--- src/pkg/sxr_regs.vh ---
// Constants of the soft-restart redirect exception unit
`ifndef SXR_REGS_VH
`define SXR_REGS_VH

// ----------------------------------------
// Exception encoding
// ----------------------------------------
`define SXR_VECTOR          8'h1e
`define SXR_ERR_CODE        32'h00000001
`define SXR_CLASS_CONTRIB   2'h1
`define SXR_CLASS_BENIGN    2'h0

// ----------------------------------------
// Control flag positions set by a secure startup message
// ----------------------------------------
`define SXR_CTL_DEBUG_OFF   0
`define SXR_CTL_REDIRECT    1
`define SXR_CTL_A20_OFF     2
`define SXR_CTL_W           3
`define SXR_CTL_RESET       3'h0

`endif

--- src/hw/sxr_pending.v ---
// Sticky pending flag for a soft-restart request
`timescale 1ns/1ps

module sxr_pending (
    // Clock and reset
    input  wire core_clk_in,
    input  wire resetn_in,
    // Control
    input  wire set_in,
    input  wire clear_in,
    // Status
    output reg  pending_out
);

// ----------------------------------------
// Flag
// ----------------------------------------
// A new request in the clearing cycle must survive, so set wins
always @(posedge core_clk_in or negedge resetn_in) begin
    if (!resetn_in) begin
        pending_out <= 1'b0;
    end else if (set_in) begin
        pending_out <= 1'b1;
    end else if (clear_in) begin
        pending_out <= 1'b0;
    end
end

endmodule // sxr_pending

--- src/hw/sxr_unit.v ---
// Soft-restart redirect into the security exception
// Behaviour
// - The security exception is raised only to redirect an external soft-restart request.
// - A request is redirected only when the redirect enable is set, else it restarts normally.
// - While the global interrupt flag is zero a request is held pending and not acted on.
// - When the flag becomes one with a request pending, restart or redirect per current enable.
// - The security exception dispatches through vector thirty.
// - The security exception is delivered as a fault, like the general protection fault.
// - An error code of one is pushed, meaning a soft-restart was redirected.
// - The security exception counts as a contributory fault for double-fault escalation.
// - A startup message in secure mode clears the flag and sets redirect enable and two flags.
`timescale 1ns/1ps
`include "sxr_regs.vh"

module sxr_unit (
    // Clock and reset
    input  wire        core_clk_in,
    input  wire        resetn_in,
    // External soft-restart request, one-cycle pulse or level
    input  wire        restart_req_in,
    // Global interrupt flag control from the core
    input  wire        global_interrupt_flag_set_in,
    input  wire        global_interrupt_flag_clr_in,
    // Control register writes from the core
    input  wire        ctl_wr_in,
    input  wire [2:0]  ctl_wdata_in,
    // Secure startup message
    input  wire        startup_msg_in,
    input  wire        secure_boot_in,
    // Core accepted the delivered event
    input  wire        deliver_ack_in,
    // State
    output reg         global_interrupt_flag_out,
    output reg  [2:0]  ctl_out,
    output reg         pending_out,
    // Delivery toward the core
    output reg         restart_out,
    output reg         exc_valid_out,
    output reg  [7:0]  exc_vector_out,
    output reg  [31:0] exc_err_code_out,
    output reg         exc_has_err_out,
    output reg         exc_is_fault_out,
    output reg  [1:0]  exc_class_out
);

// ----------------------------------------
// States
// ----------------------------------------
localparam ST_IDLE  = 2'h0;
localparam ST_EXC   = 2'h1;
localparam ST_RST   = 2'h2;

reg  [1:0] state;
reg  [1:0] next_state;
wire       req_pending;
wire       startup_hit;
wire       dispatch;
wire       delivered;
wire       offer_exc;
wire       offer_rst;

assign startup_hit = startup_msg_in & secure_boot_in;
// Nothing is dispatched while the flag is zero or a delivery is open
assign dispatch    = req_pending & global_interrupt_flag_out & (state == ST_IDLE);
assign delivered   = deliver_ack_in & (state != ST_IDLE);
assign offer_exc   = (next_state == ST_EXC);
assign offer_rst   = (next_state == ST_RST);

// ----------------------------------------
// Pending request
// ----------------------------------------
sxr_pending sxr_pending_inst (
    .core_clk_in (core_clk_in),
    .resetn_in   (resetn_in),
    .set_in      (restart_req_in),
    .clear_in    (delivered),
    .pending_out (req_pending)
);

// ----------------------------------------
// Global interrupt flag
// ----------------------------------------
// Set wins over clear when the core pulses both in one cycle
always @(posedge core_clk_in or negedge resetn_in) begin
    if (!resetn_in) begin
        global_interrupt_flag_out <= 1'b1;
    end else if (startup_hit) begin
        global_interrupt_flag_out <= 1'b0;
    end else if (global_interrupt_flag_set_in) begin
        global_interrupt_flag_out <= 1'b1;
    end else if (global_interrupt_flag_clr_in) begin
        global_interrupt_flag_out <= 1'b0;
    end
end

// ----------------------------------------
// Control bits
// ----------------------------------------
// A secure startup message overrides a write in the same cycle
wire [2:0] next_ctl;
genvar     ctl_bit;

generate
    for (ctl_bit = 0; ctl_bit < `SXR_CTL_W; ctl_bit = ctl_bit + 1) begin : g_ctl
        assign next_ctl[ctl_bit] = startup_hit ? 1'b1 :
                                   ctl_wr_in   ? ctl_wdata_in[ctl_bit] :
                                                 ctl_out[ctl_bit];
    end
endgenerate

always @(posedge core_clk_in or negedge resetn_in) begin
    if (!resetn_in) begin
        ctl_out <= `SXR_CTL_RESET;
    end else begin
        ctl_out <= next_ctl;
    end
end

// ----------------------------------------
// Dispatch
// ----------------------------------------
always @* begin
    next_state = state;
    case (state)
        ST_IDLE: begin
            if (dispatch) begin
                // Enable is sampled at dispatch, not at request time
                if (ctl_out[`SXR_CTL_REDIRECT]) begin
                    next_state = ST_EXC;
                end else begin
                    next_state = ST_RST;
                end
            end
        end
        ST_EXC, ST_RST: begin
            if (deliver_ack_in) begin
                next_state = ST_IDLE;
            end
        end
        default: next_state = ST_IDLE;
    endcase
end

// ----------------------------------------
// Delivery registers
// ----------------------------------------
// Each output has a flop of its own, so every pin comes straight from a register
always @(posedge core_clk_in or negedge resetn_in) begin
    if (!resetn_in) begin
        state <= ST_IDLE;
    end else begin
        state <= next_state;
    end
end

// Status copy lags the internal flag by one cycle
always @(posedge core_clk_in or negedge resetn_in) begin
    if (!resetn_in) begin
        pending_out <= 1'b0;
    end else begin
        pending_out <= req_pending;
    end
end

always @(posedge core_clk_in or negedge resetn_in) begin
    if (!resetn_in) begin
        restart_out <= 1'b0;
    end else begin
        restart_out <= offer_rst;
    end
end

// Only a redirected restart ever raises this exception
always @(posedge core_clk_in or negedge resetn_in) begin
    if (!resetn_in) begin
        exc_valid_out <= 1'b0;
    end else begin
        exc_valid_out <= offer_exc;
    end
end

always @(posedge core_clk_in or negedge resetn_in) begin
    if (!resetn_in) begin
        exc_vector_out <= 8'h00;
    end else if (offer_exc) begin
        exc_vector_out <= `SXR_VECTOR;
    end else begin
        exc_vector_out <= 8'h00;
    end
end

always @(posedge core_clk_in or negedge resetn_in) begin
    if (!resetn_in) begin
        exc_err_code_out <= 32'h00000000;
    end else if (offer_exc) begin
        exc_err_code_out <= `SXR_ERR_CODE;
    end else begin
        exc_err_code_out <= 32'h00000000;
    end
end

always @(posedge core_clk_in or negedge resetn_in) begin
    if (!resetn_in) begin
        exc_has_err_out <= 1'b0;
    end else if (offer_exc) begin
        exc_has_err_out <= 1'b1;
    end else begin
        exc_has_err_out <= 1'b0;
    end
end

always @(posedge core_clk_in or negedge resetn_in) begin
    if (!resetn_in) begin
        exc_is_fault_out <= 1'b0;
    end else if (offer_exc) begin
        exc_is_fault_out <= 1'b1;
    end else begin
        exc_is_fault_out <= 1'b0;
    end
end

// The class feeds double-fault escalation in the core
always @(posedge core_clk_in or negedge resetn_in) begin
    if (!resetn_in) begin
        exc_class_out <= `SXR_CLASS_BENIGN;
    end else if (offer_exc) begin
        exc_class_out <= `SXR_CLASS_CONTRIB;
    end else begin
        exc_class_out <= `SXR_CLASS_BENIGN;
    end
end

endmodule // sxr_unit

--- config.mk ---
export PLATFORM = sky130hd
export DESIGN_NAME = sxr_unit
export DESIGN_NICKNAME = d
export VERILOG_FILES = /design/src/hw/sxr_pending.v /design/src/hw/sxr_unit.v
export VERILOG_INCLUDE_DIRS = /design/src /design/src/pkg
export SDC_FILE = /design/constraint.sdc
export NUM_CORES = 1
export LEC_CHECK = 0
export ABC_AREA = 1
export BUFFER_PORTS_ARGS = -buffer_cell sky130_fd_sc_hd__buf_2
export CORE_MARGIN = 2
export CORE_UTILIZATION = 41
export CTS_CLUSTER_SIZE = 20
export DETAILED_ROUTE_END_ITERATION = 8
export PLACE_DENSITY_LB_ADDON = 0.1
export SYNTH_ARGS = -nofsm -noshare
export SYNTH_HDL_FRONTEND = slang
export SYNTH_SLANG_ARGS = --single-unit
--- constraint.sdc ---
create_clock -name core_clk_in -period 2.8 [get_ports core_clk_in]
set_clock_uncertainty 0.1 [all_clocks]
set_input_delay 0.42 -clock core_clk_in [delete_from_list [all_inputs] [get_ports core_clk_in]]
set_output_delay 0.42 -clock core_clk_in [all_outputs]
set_load 0.02 [all_outputs]
==> impl_metrics.env, run 1 <==
export IMPL_status="complete, no violations"
export IMPL_die_y_um=47.7
export IMPL_min_from="secure_boot_in"
export IMPL_io_buffers=26
export IMPL_dr_pass1_iters=4
export IMPL_grt_remaining_overflow=0
export IMPL_num_rows=15
export IMPL_hp_class="input port to register"
export IMPL_diodes=0
export IMPL_p_int_uw=368
export IMPL_crit_path_top_delay_cell="dfstp_2"
export IMPL_ff2ff_setup_slack_ns=1.47
export IMPL_critical_path_startpoint_type="register"
export IMPL_path_cells="buf_2"
export IMPL_boundaryPins=63
export IMPL_min_path_cells=2
export IMPL_clkTransAtPathRegs_ns=0.07
export IMPL_leakage_uw=0.000507
export IMPL_worstHoldEndpoint="global_interrupt_flag_out"
export IMPL_coreArea_um2=1760
export IMPL_cts_tree="yes"
export IMPL_fin_util_pct=44.9
export IMPL_clock_path_buffers=2
export IMPL_viasPerCell=3.68
export IMPL_initial_core_util_pct=44.4
export IMPL_switching_power_uw=337
export IMPL_yosys_register_bits=10
export IMPL_yosysUniqueCellTypes=15
export IMPL_die_w_um=47.7
export IMPL_layout_drive_gt1_share_pct=30.5
export IMPL_place_hpwl_um=902
export IMPL_required_ns=2.28
export IMPL_drtIter0Drc=3
export IMPL_worstReg2RegStart="state[1]"
export IMPL_finalCriticalPeriod_ns=1.52
export IMPL_area_growth_pct=1.12
export IMPL_critical_path_max_fanout=4
export IMPL_critical_path_top_delay_family="flip-flops"
export IMPL_combinationalPowerShare_pct=51.4
export IMPL_cp_num_buf_inv=1
export IMPL_antenna_found_initial=0
export IMPL_period_share_pct=54.3
export IMPL_power_frac_seq_pct=30.2
export IMPL_routed_wire_length_per_instance_um=7.59
export IMPL_cts_sinks=10
export IMPL_routed_wirelength_mm=1.09
export IMPL_layout_common_cells="conb_1 (36), buf_2 (26), nand2_1 (15)"
export IMPL_power_frac_clock_pct=18.4
export IMPL_yosys_area_top_type_share_pct=42.2
export IMPL_hold_viol_final=0
export IMPL_cap_violations=0
export IMPL_clk_latency_ns=0.26
export IMPL_synth_top_area_cell="buf_4"
export IMPL_finalMaxSlewViolations=0
export IMPL_syn_avg_cell_area_um2=8.16
export IMPL_switching_share_pct=47.8
export IMPL_dieArea_um2=2280
export IMPL_dr_total_vias=526
export IMPL_htree_levels=1
export IMPL_synthTopCellsByArea="buf_4 (42%), dfrtp_1 (29%), nand2_1 (7.2%), inv_1 (4.8%), dfstp_2 (3.4%)"
export IMPL_r2r_end="exc_vector_out[3]"
export IMPL_max_freq_ghz=0.657
export IMPL_slowest_delay_ns=0.57
export IMPL_seq_area_frac_synth_pct=32.1
export IMPL_gp_congestion=0.646
export IMPL_end_kind="output pin"
export IMPL_ff2ff_path_depth=8
export IMPL_ant_nets=0
export IMPL_finalSetupTns_ns=0
export IMPL_yosysWarnings=0
export IMPL_cts_made_buffers=3
export IMPL_critPathArrivalTime_ns=1.00
export IMPL_netlist_area_um2=783
export IMPL_layout_cells_most_common="conb_1"
export IMPL_fin_nets=133
export IMPL_worstSetupPathType="register to output pin"
export IMPL_ctsRootBufferMaster="clkbuf_4"
export IMPL_grt_pass1_wl_mm=1.67
export IMPL_route_detailed_drc=0
export IMPL_grt_max_degree=11
export IMPL_finalSetupViolCount=0
export IMPL_syn_inst=96
export IMPL_post_cts_buffers=0
export IMPL_grt_pass1_vias=401
export IMPL_rsz0062_at_grt="no"
export IMPL_grt_usage_pct=11.0
export IMPL_cts_repair_resized=0
export IMPL_ir_drop_mv=0.304
export IMPL_power_density_nw_per_um2=891
worst max-delay path by stage:
| stage | startpoint | end | slack (ns) | cells past startpoint |
|---|---|---|---|---|
| global route | global_interrupt_flag_out | global_interrupt_flag_out | 1.23 | 1 |
| floorplan | exc_vector_out[3] | exc_class_out[0] | 1.54 | 1 |
| CTS | global_interrupt_flag_out | global_interrupt_flag_out | 1.26 | 1 |
| global placement | state[0] | exc_vector_out[3] | 1.50 | 8 |
| finish | global_interrupt_flag_out | global_interrupt_flag_out | 1.28 | 1 |
| detailed placement | state[0] | exc_vector_out[3] | 1.47 | 8 |
cell type report:
type	count	area (um^2)
clock buffer	4	36.3
tap	25	31.3
multi-input combinational	67	295
inverter	10	37.5
fill	187	972
sequential	10	251
timing repair buffer	27	140
power groups by stage:
stage	sequential [uW]	clock (uW)	combinational, uW
after floorplan	243	0	348
after global placement	214	0	359
after detailed placement	217	0	362
after CTS	214	137	364
after global routing	223	147	403
final	213	129	363
state kept, by name, summed over array words and instances, names as in the netlist:
name / flops
ctl_out: 3
state: 2
exc_vector_out: 1
global_interrupt_flag_out: 1
pending_out: 1
restart_out: 1
sxr_pending_inst.pending_out: 1
metal layers:
| layer | up-vias | global-route usage [%] | wire (um) |
|---|---|---|---|
| li1 | 255 | - | - |
| met5 | - | 0 | 0 |
| met4 | 0 | 8.11 | 0 |
| met1 | 232 | 12.7 | 405 |
| met2 | 39 | 17.9 | 545 |
| met3 | 0 | 2.26 | 134 |
cell usage after synthesis:
cell type   n
a21oi_2     1
nand2_1    15
conb_1      1
a21oi_1     2
o21ai_0     1
nand2_2     3
nor2_1      1
nand4_1     1
ha_1        2
dfstp_2     1
buf_4      44
dfrtp_1     9
inv_1      10
nand3_1     4
nor2_2      1
kinds of logic (layout without fill, tap and decap cells):
group,Yosys count,count (layout),synth area share (%)
buffers and inverters,54,41,47.0
other,1,36,0.479
AND/OR/NAND/NOR,25,25,14.2
adder cells (fa/ha/maj),2,2,3.19
AO/OA/AOI/OAI,4,4,3.03
flip-flops,10,10,32.1
per-stage QoR:
step                hold slack [ns]  instance area [um^2]  instances  setup WS [ns]  power [uW]
global route                  0.195                   792        143           1.23         774
finish                        0.194                   792        143           1.28         705
floorplan                    0.0244                   915        131           1.54         591
global placement              0.197                   746        138           1.50         573
CTS                           0.183                   792        143           1.26         714
detailed placement            0.199                   746        138           1.47         579
what timing repair did:
action | CTS | global route
endpoints found under the hold margin | 9 | 0
endpoints found under the setup margin | 0 | 0
hold buffers | 1 | 0
No activity file was read; power rests on OpenSTA's default activity.
==> run 2: changes to the inputs <==
--- a/config.mk
+++ b/config.mk
@@ -6,10 +6,10 @@
 export SDC_FILE = /design/constraint.sdc
 export NUM_CORES = 1
 export LEC_CHECK = 0
-export ABC_AREA = 1
+export ABC_AREA = 0
 export BUFFER_PORTS_ARGS = -buffer_cell sky130_fd_sc_hd__buf_2
 export CORE_MARGIN = 2
-export CORE_UTILIZATION = 41
+export CORE_UTILIZATION = 39
 export CTS_CLUSTER_SIZE = 20
 export DETAILED_ROUTE_END_ITERATION = 8
 export PLACE_DENSITY_LB_ADDON = 0.1
==> constraint.sdc (replaced) <==
create_clock -name core_clk_in -period 1.4 [get_ports core_clk_in]
set_clock_uncertainty 0.1 [all_clocks]
set_input_delay 0.21 -clock core_clk_in [delete_from_list [all_inputs] [get_ports core_clk_in]]
set_output_delay 0.21 -clock core_clk_in [all_outputs]
set_load 0.02 [all_outputs]
==> impl_metrics.env, run 2 <==
export IMPL_status="finished with violations"
export IMPL_violations="negative setup slack"
export IMPL_crit_path_top_delay_cell="dfrtp_1"
export IMPL_worstHoldEndpoint="sxr_pending_inst.pending_out"
export IMPL_critical_path_startpoint_type="register"
export IMPL_drtIter0Drc=5
export IMPL_ctsRootBufferMaster="clkbuf_4"
export IMPL_diodes=0
export IMPL_grt_max_degree=11
export IMPL_layout_common_cells="conb_1 (36), buf_2 (26), dfrtp_1 (9)"
export IMPL_dr_total_vias=574
export IMPL_routed_wirelength_mm=1.38
export IMPL_die_w_um=49.6
export IMPL_critical_path_max_fanout=2
export IMPL_ir_drop_mv=1.05
export IMPL_ys_flop_type="dfrtp_1"
export IMPL_largest_reg_flops=3
export IMPL_min_from="restart_req_in"
export IMPL_grt_pass1_vias=463
export IMPL_synthTopCellsByArea="buf_4 (41%), dfrtp_1 (28%), mux2i_1 (3.7%), dfstp_2 (3.2%), nand2_1 (3.2%)"
export IMPL_end_kind="register"
export IMPL_cts_made_buffers=3
export IMPL_worstSetupPathType="register to register"
export IMPL_slowest_delay_ns=0.37
export IMPL_yosysUniqueCellTypes=22
export IMPL_coreArea_um2=1960
export IMPL_grt_pass1_wl_mm=2.04
export IMPL_critPathArrivalTime_ns=1.49
export IMPL_layout_cells_most_common="conb_1"
export IMPL_power_frac_seq_pct=27.3
export IMPL_hp_class="input port to register"
export IMPL_synth_most_common_cell="buf_4"
export IMPL_setup_slack_ns=-0.0118
export IMPL_top_register="ctl_out"
export IMPL_design_area_um2=936
export IMPL_route_detailed_drc=0
export IMPL_grt_usage_pct=11.1
export IMPL_switching_share_pct=44.6
export IMPL_viasPerCell=3.93
export IMPL_fillers=191
export IMPL_yosysWarnings=0
export IMPL_path_cells="inv_2, ha_4, nand3b_1, or2_1, a221oi_2"
export IMPL_finalCriticalPeriod_ns=1.41
export IMPL_rsz0062_at_grt="yes"
export IMPL_layout_drive_gt1_share_pct=39.5
export IMPL_period_share_pct=101
export IMPL_synth_top_area_cell="buf_4"
export IMPL_boundaryPins=63
export IMPL_yosys_area_top_type_share_pct=40.7
export IMPL_gp_congestion=0.701
export IMPL_clkTransAtPathRegs_ns=0.07
export IMPL_min_path_cells=2
export IMPL_async_flop_share_pct=100
export IMPL_netlist_area_um2=811
export IMPL_max_freq_ghz=0.708
export IMPL_ant_nets=0
export IMPL_initial_core_util_pct=41.3
export IMPL_num_rows=16
export IMPL_fin_util_pct=47.7
export IMPL_cts_tree="yes"
export IMPL_worstReg2RegStart="state[0]"
export IMPL_fin_nets=134
export IMPL_required_ns=1.47
export IMPL_switching_power_uw=675
export IMPL_grt_remaining_overflow=0
export IMPL_leakage_uw=0.000512
export IMPL_yosys_register_bits=10
export IMPL_reg_top3="ctl_out x3, state x2"
export IMPL_dieArea_um2=2460
export IMPL_die_y_um=49.6
export IMPL_dpl_instance_area_um2=841
export IMPL_io_buffers=26
export IMPL_routed_wire_length_per_instance_um=9.44
export IMPL_combinationalPowerShare_pct=55.7
export IMPL_syn_inst=89
export IMPL_htree_levels=1
export IMPL_synth_commonest_cells="buf_4 (44), dfrtp_1 (9), nand2_1 (7)"
export IMPL_ff2ff_setup_slack_ns=-0.01
export IMPL_syn_avg_cell_area_um2=9.11
export IMPL_synth_edf_count=0
export IMPL_hold_viol_final=0
export IMPL_dr_pass1_iters=3
export IMPL_finalSetupViolCount=1
export IMPL_power_density_nw_per_um2=1620
export IMPL_crit_path_start="state[0]"
export IMPL_seq_area_frac_synth_pct=31.0
export IMPL_clk_latency_ns=0.26
export IMPL_cts_sinks=10
export IMPL_area_growth_pct=15.4
export IMPL_clock_path_buffers=2
export IMPL_p_int_uw=837
export IMPL_finalMaxSlewViolations=0
export IMPL_cap_violations=0
export IMPL_ff2ff_path_depth=5
export IMPL_power_frac_clock_pct=17.0
export IMPL_r2r_end="restart_out"
export IMPL_place_hpwl_mm=1.09
export IMPL_antenna_found_initial=0
==> run 2: area by class of cell <==
type                    instances  area, um^2  area share [%]
clock buffers                   4        36.3            3.88
inverters                       3        11.3            1.20
multi-input cells              67         398            42.5
flip-flops and latches         10         251            26.9
well taps                      27        33.8            3.61
repair buffers                 35         205            21.9
==> run 2: worst max path at each step <==
stage / to / cells past startpoint / slack (ns)
floorplan: restart_out / 5 / -0.03
global placement: exc_vector_out[3] / 5 / 0.01
detailed placement: restart_out / 5 / -0.02
CTS: restart_out / 5 / -0.02
global route: restart_out / 5 / -0.08
finish: restart_out / 5 / -0.01
==> run 2: worst max-delay path, delay by kind of cell (launching register included) <==
family	cells	cell delay, ns
and+or+nand+nor	2	0.33
buffers and inverters	1	0.05
adders and majority gates	1	0.26
DFF	1	0.37
AOI/OAI and AO/OA	1	0.21
==> run 2: metal layers <==
| layer | wire, um | share of wire, % | GRT usage [%] | vias to the layer above |
|---|---|---|---|---|
| met5 | 0 | 0 | 0 | - |
| met4 | 0 | 0 | 2.78 | 0 |
| met3 | 126 | 9.1 | 4.55 | 0 |
| met2 | 743 | 54 | 18.7 | 36 |
| met1 | 507 | 37 | 13.1 | 265 |
| li1 | - | - | - | 273 |
==> run 2: per-stage QoR <==
| stage | std cells | hold WS (ns) | setup slack (ns) | power, uW | TNS (ns) |
|---|---|---|---|---|---|
| 2_1_floorplan | 124 | -0.186 | -0.0342 | 1140 | -0.0342 |
| 3_3_place_gp | 139 | -0.0170 | 0.0122 | 1190 | 0 |
| 3_5_place_dp | 139 | -0.0170 | -0.0188 | 1200 | -0.0188 |
| 4_1_cts | 146 | 0.0162 | -0.0162 | 1470 | -0.0220 |
| 5_1_grt | 146 | 0.00788 | -0.0804 | 1610 | -0.0805 |
| 6_report | 146 | 0.0185 | -0.0118 | 1510 | -0.0118 |
==> run 2: repair_timing <==
action,CTS,global route
gates resized for setup,1,6
pin swaps,1,1
setup endpoints to repair,2,3
setup buffers,0,0
hold buffers,3,0
hold endpoints to repair,11,0
==> run 2: cells by family (layout without fill, tap and decap cells) <==
group                    after synthesis  after routing  share of synthesized area (%)
AO/OA/AOI/OAI                          9              9                           8.02
adder cells (fa/ha/maj)                2              2                           3.09
multiplexers                           3              3                           3.70
other                                  1             36                          0.463
flip-flops                            10             10                           31.0
AND/OR/NAND/NOR                       17             17                           11.6
buffers and inverters                 47             42                           42.1
==> run 2: power groups by stage <==
| stage | Sequential (uW) | Clock (uW) | Combinational (uW) |
|---|---|---|---|
| floorplan | 484 | 0 | 657 |
| global placement | 415 | 0 | 777 |
| detailed placement | 417 | 0 | 786 |
| CTS | 414 | 267 | 793 |
| global route | 425 | 282 | 901 |
| finish | 413 | 257 | 842 |
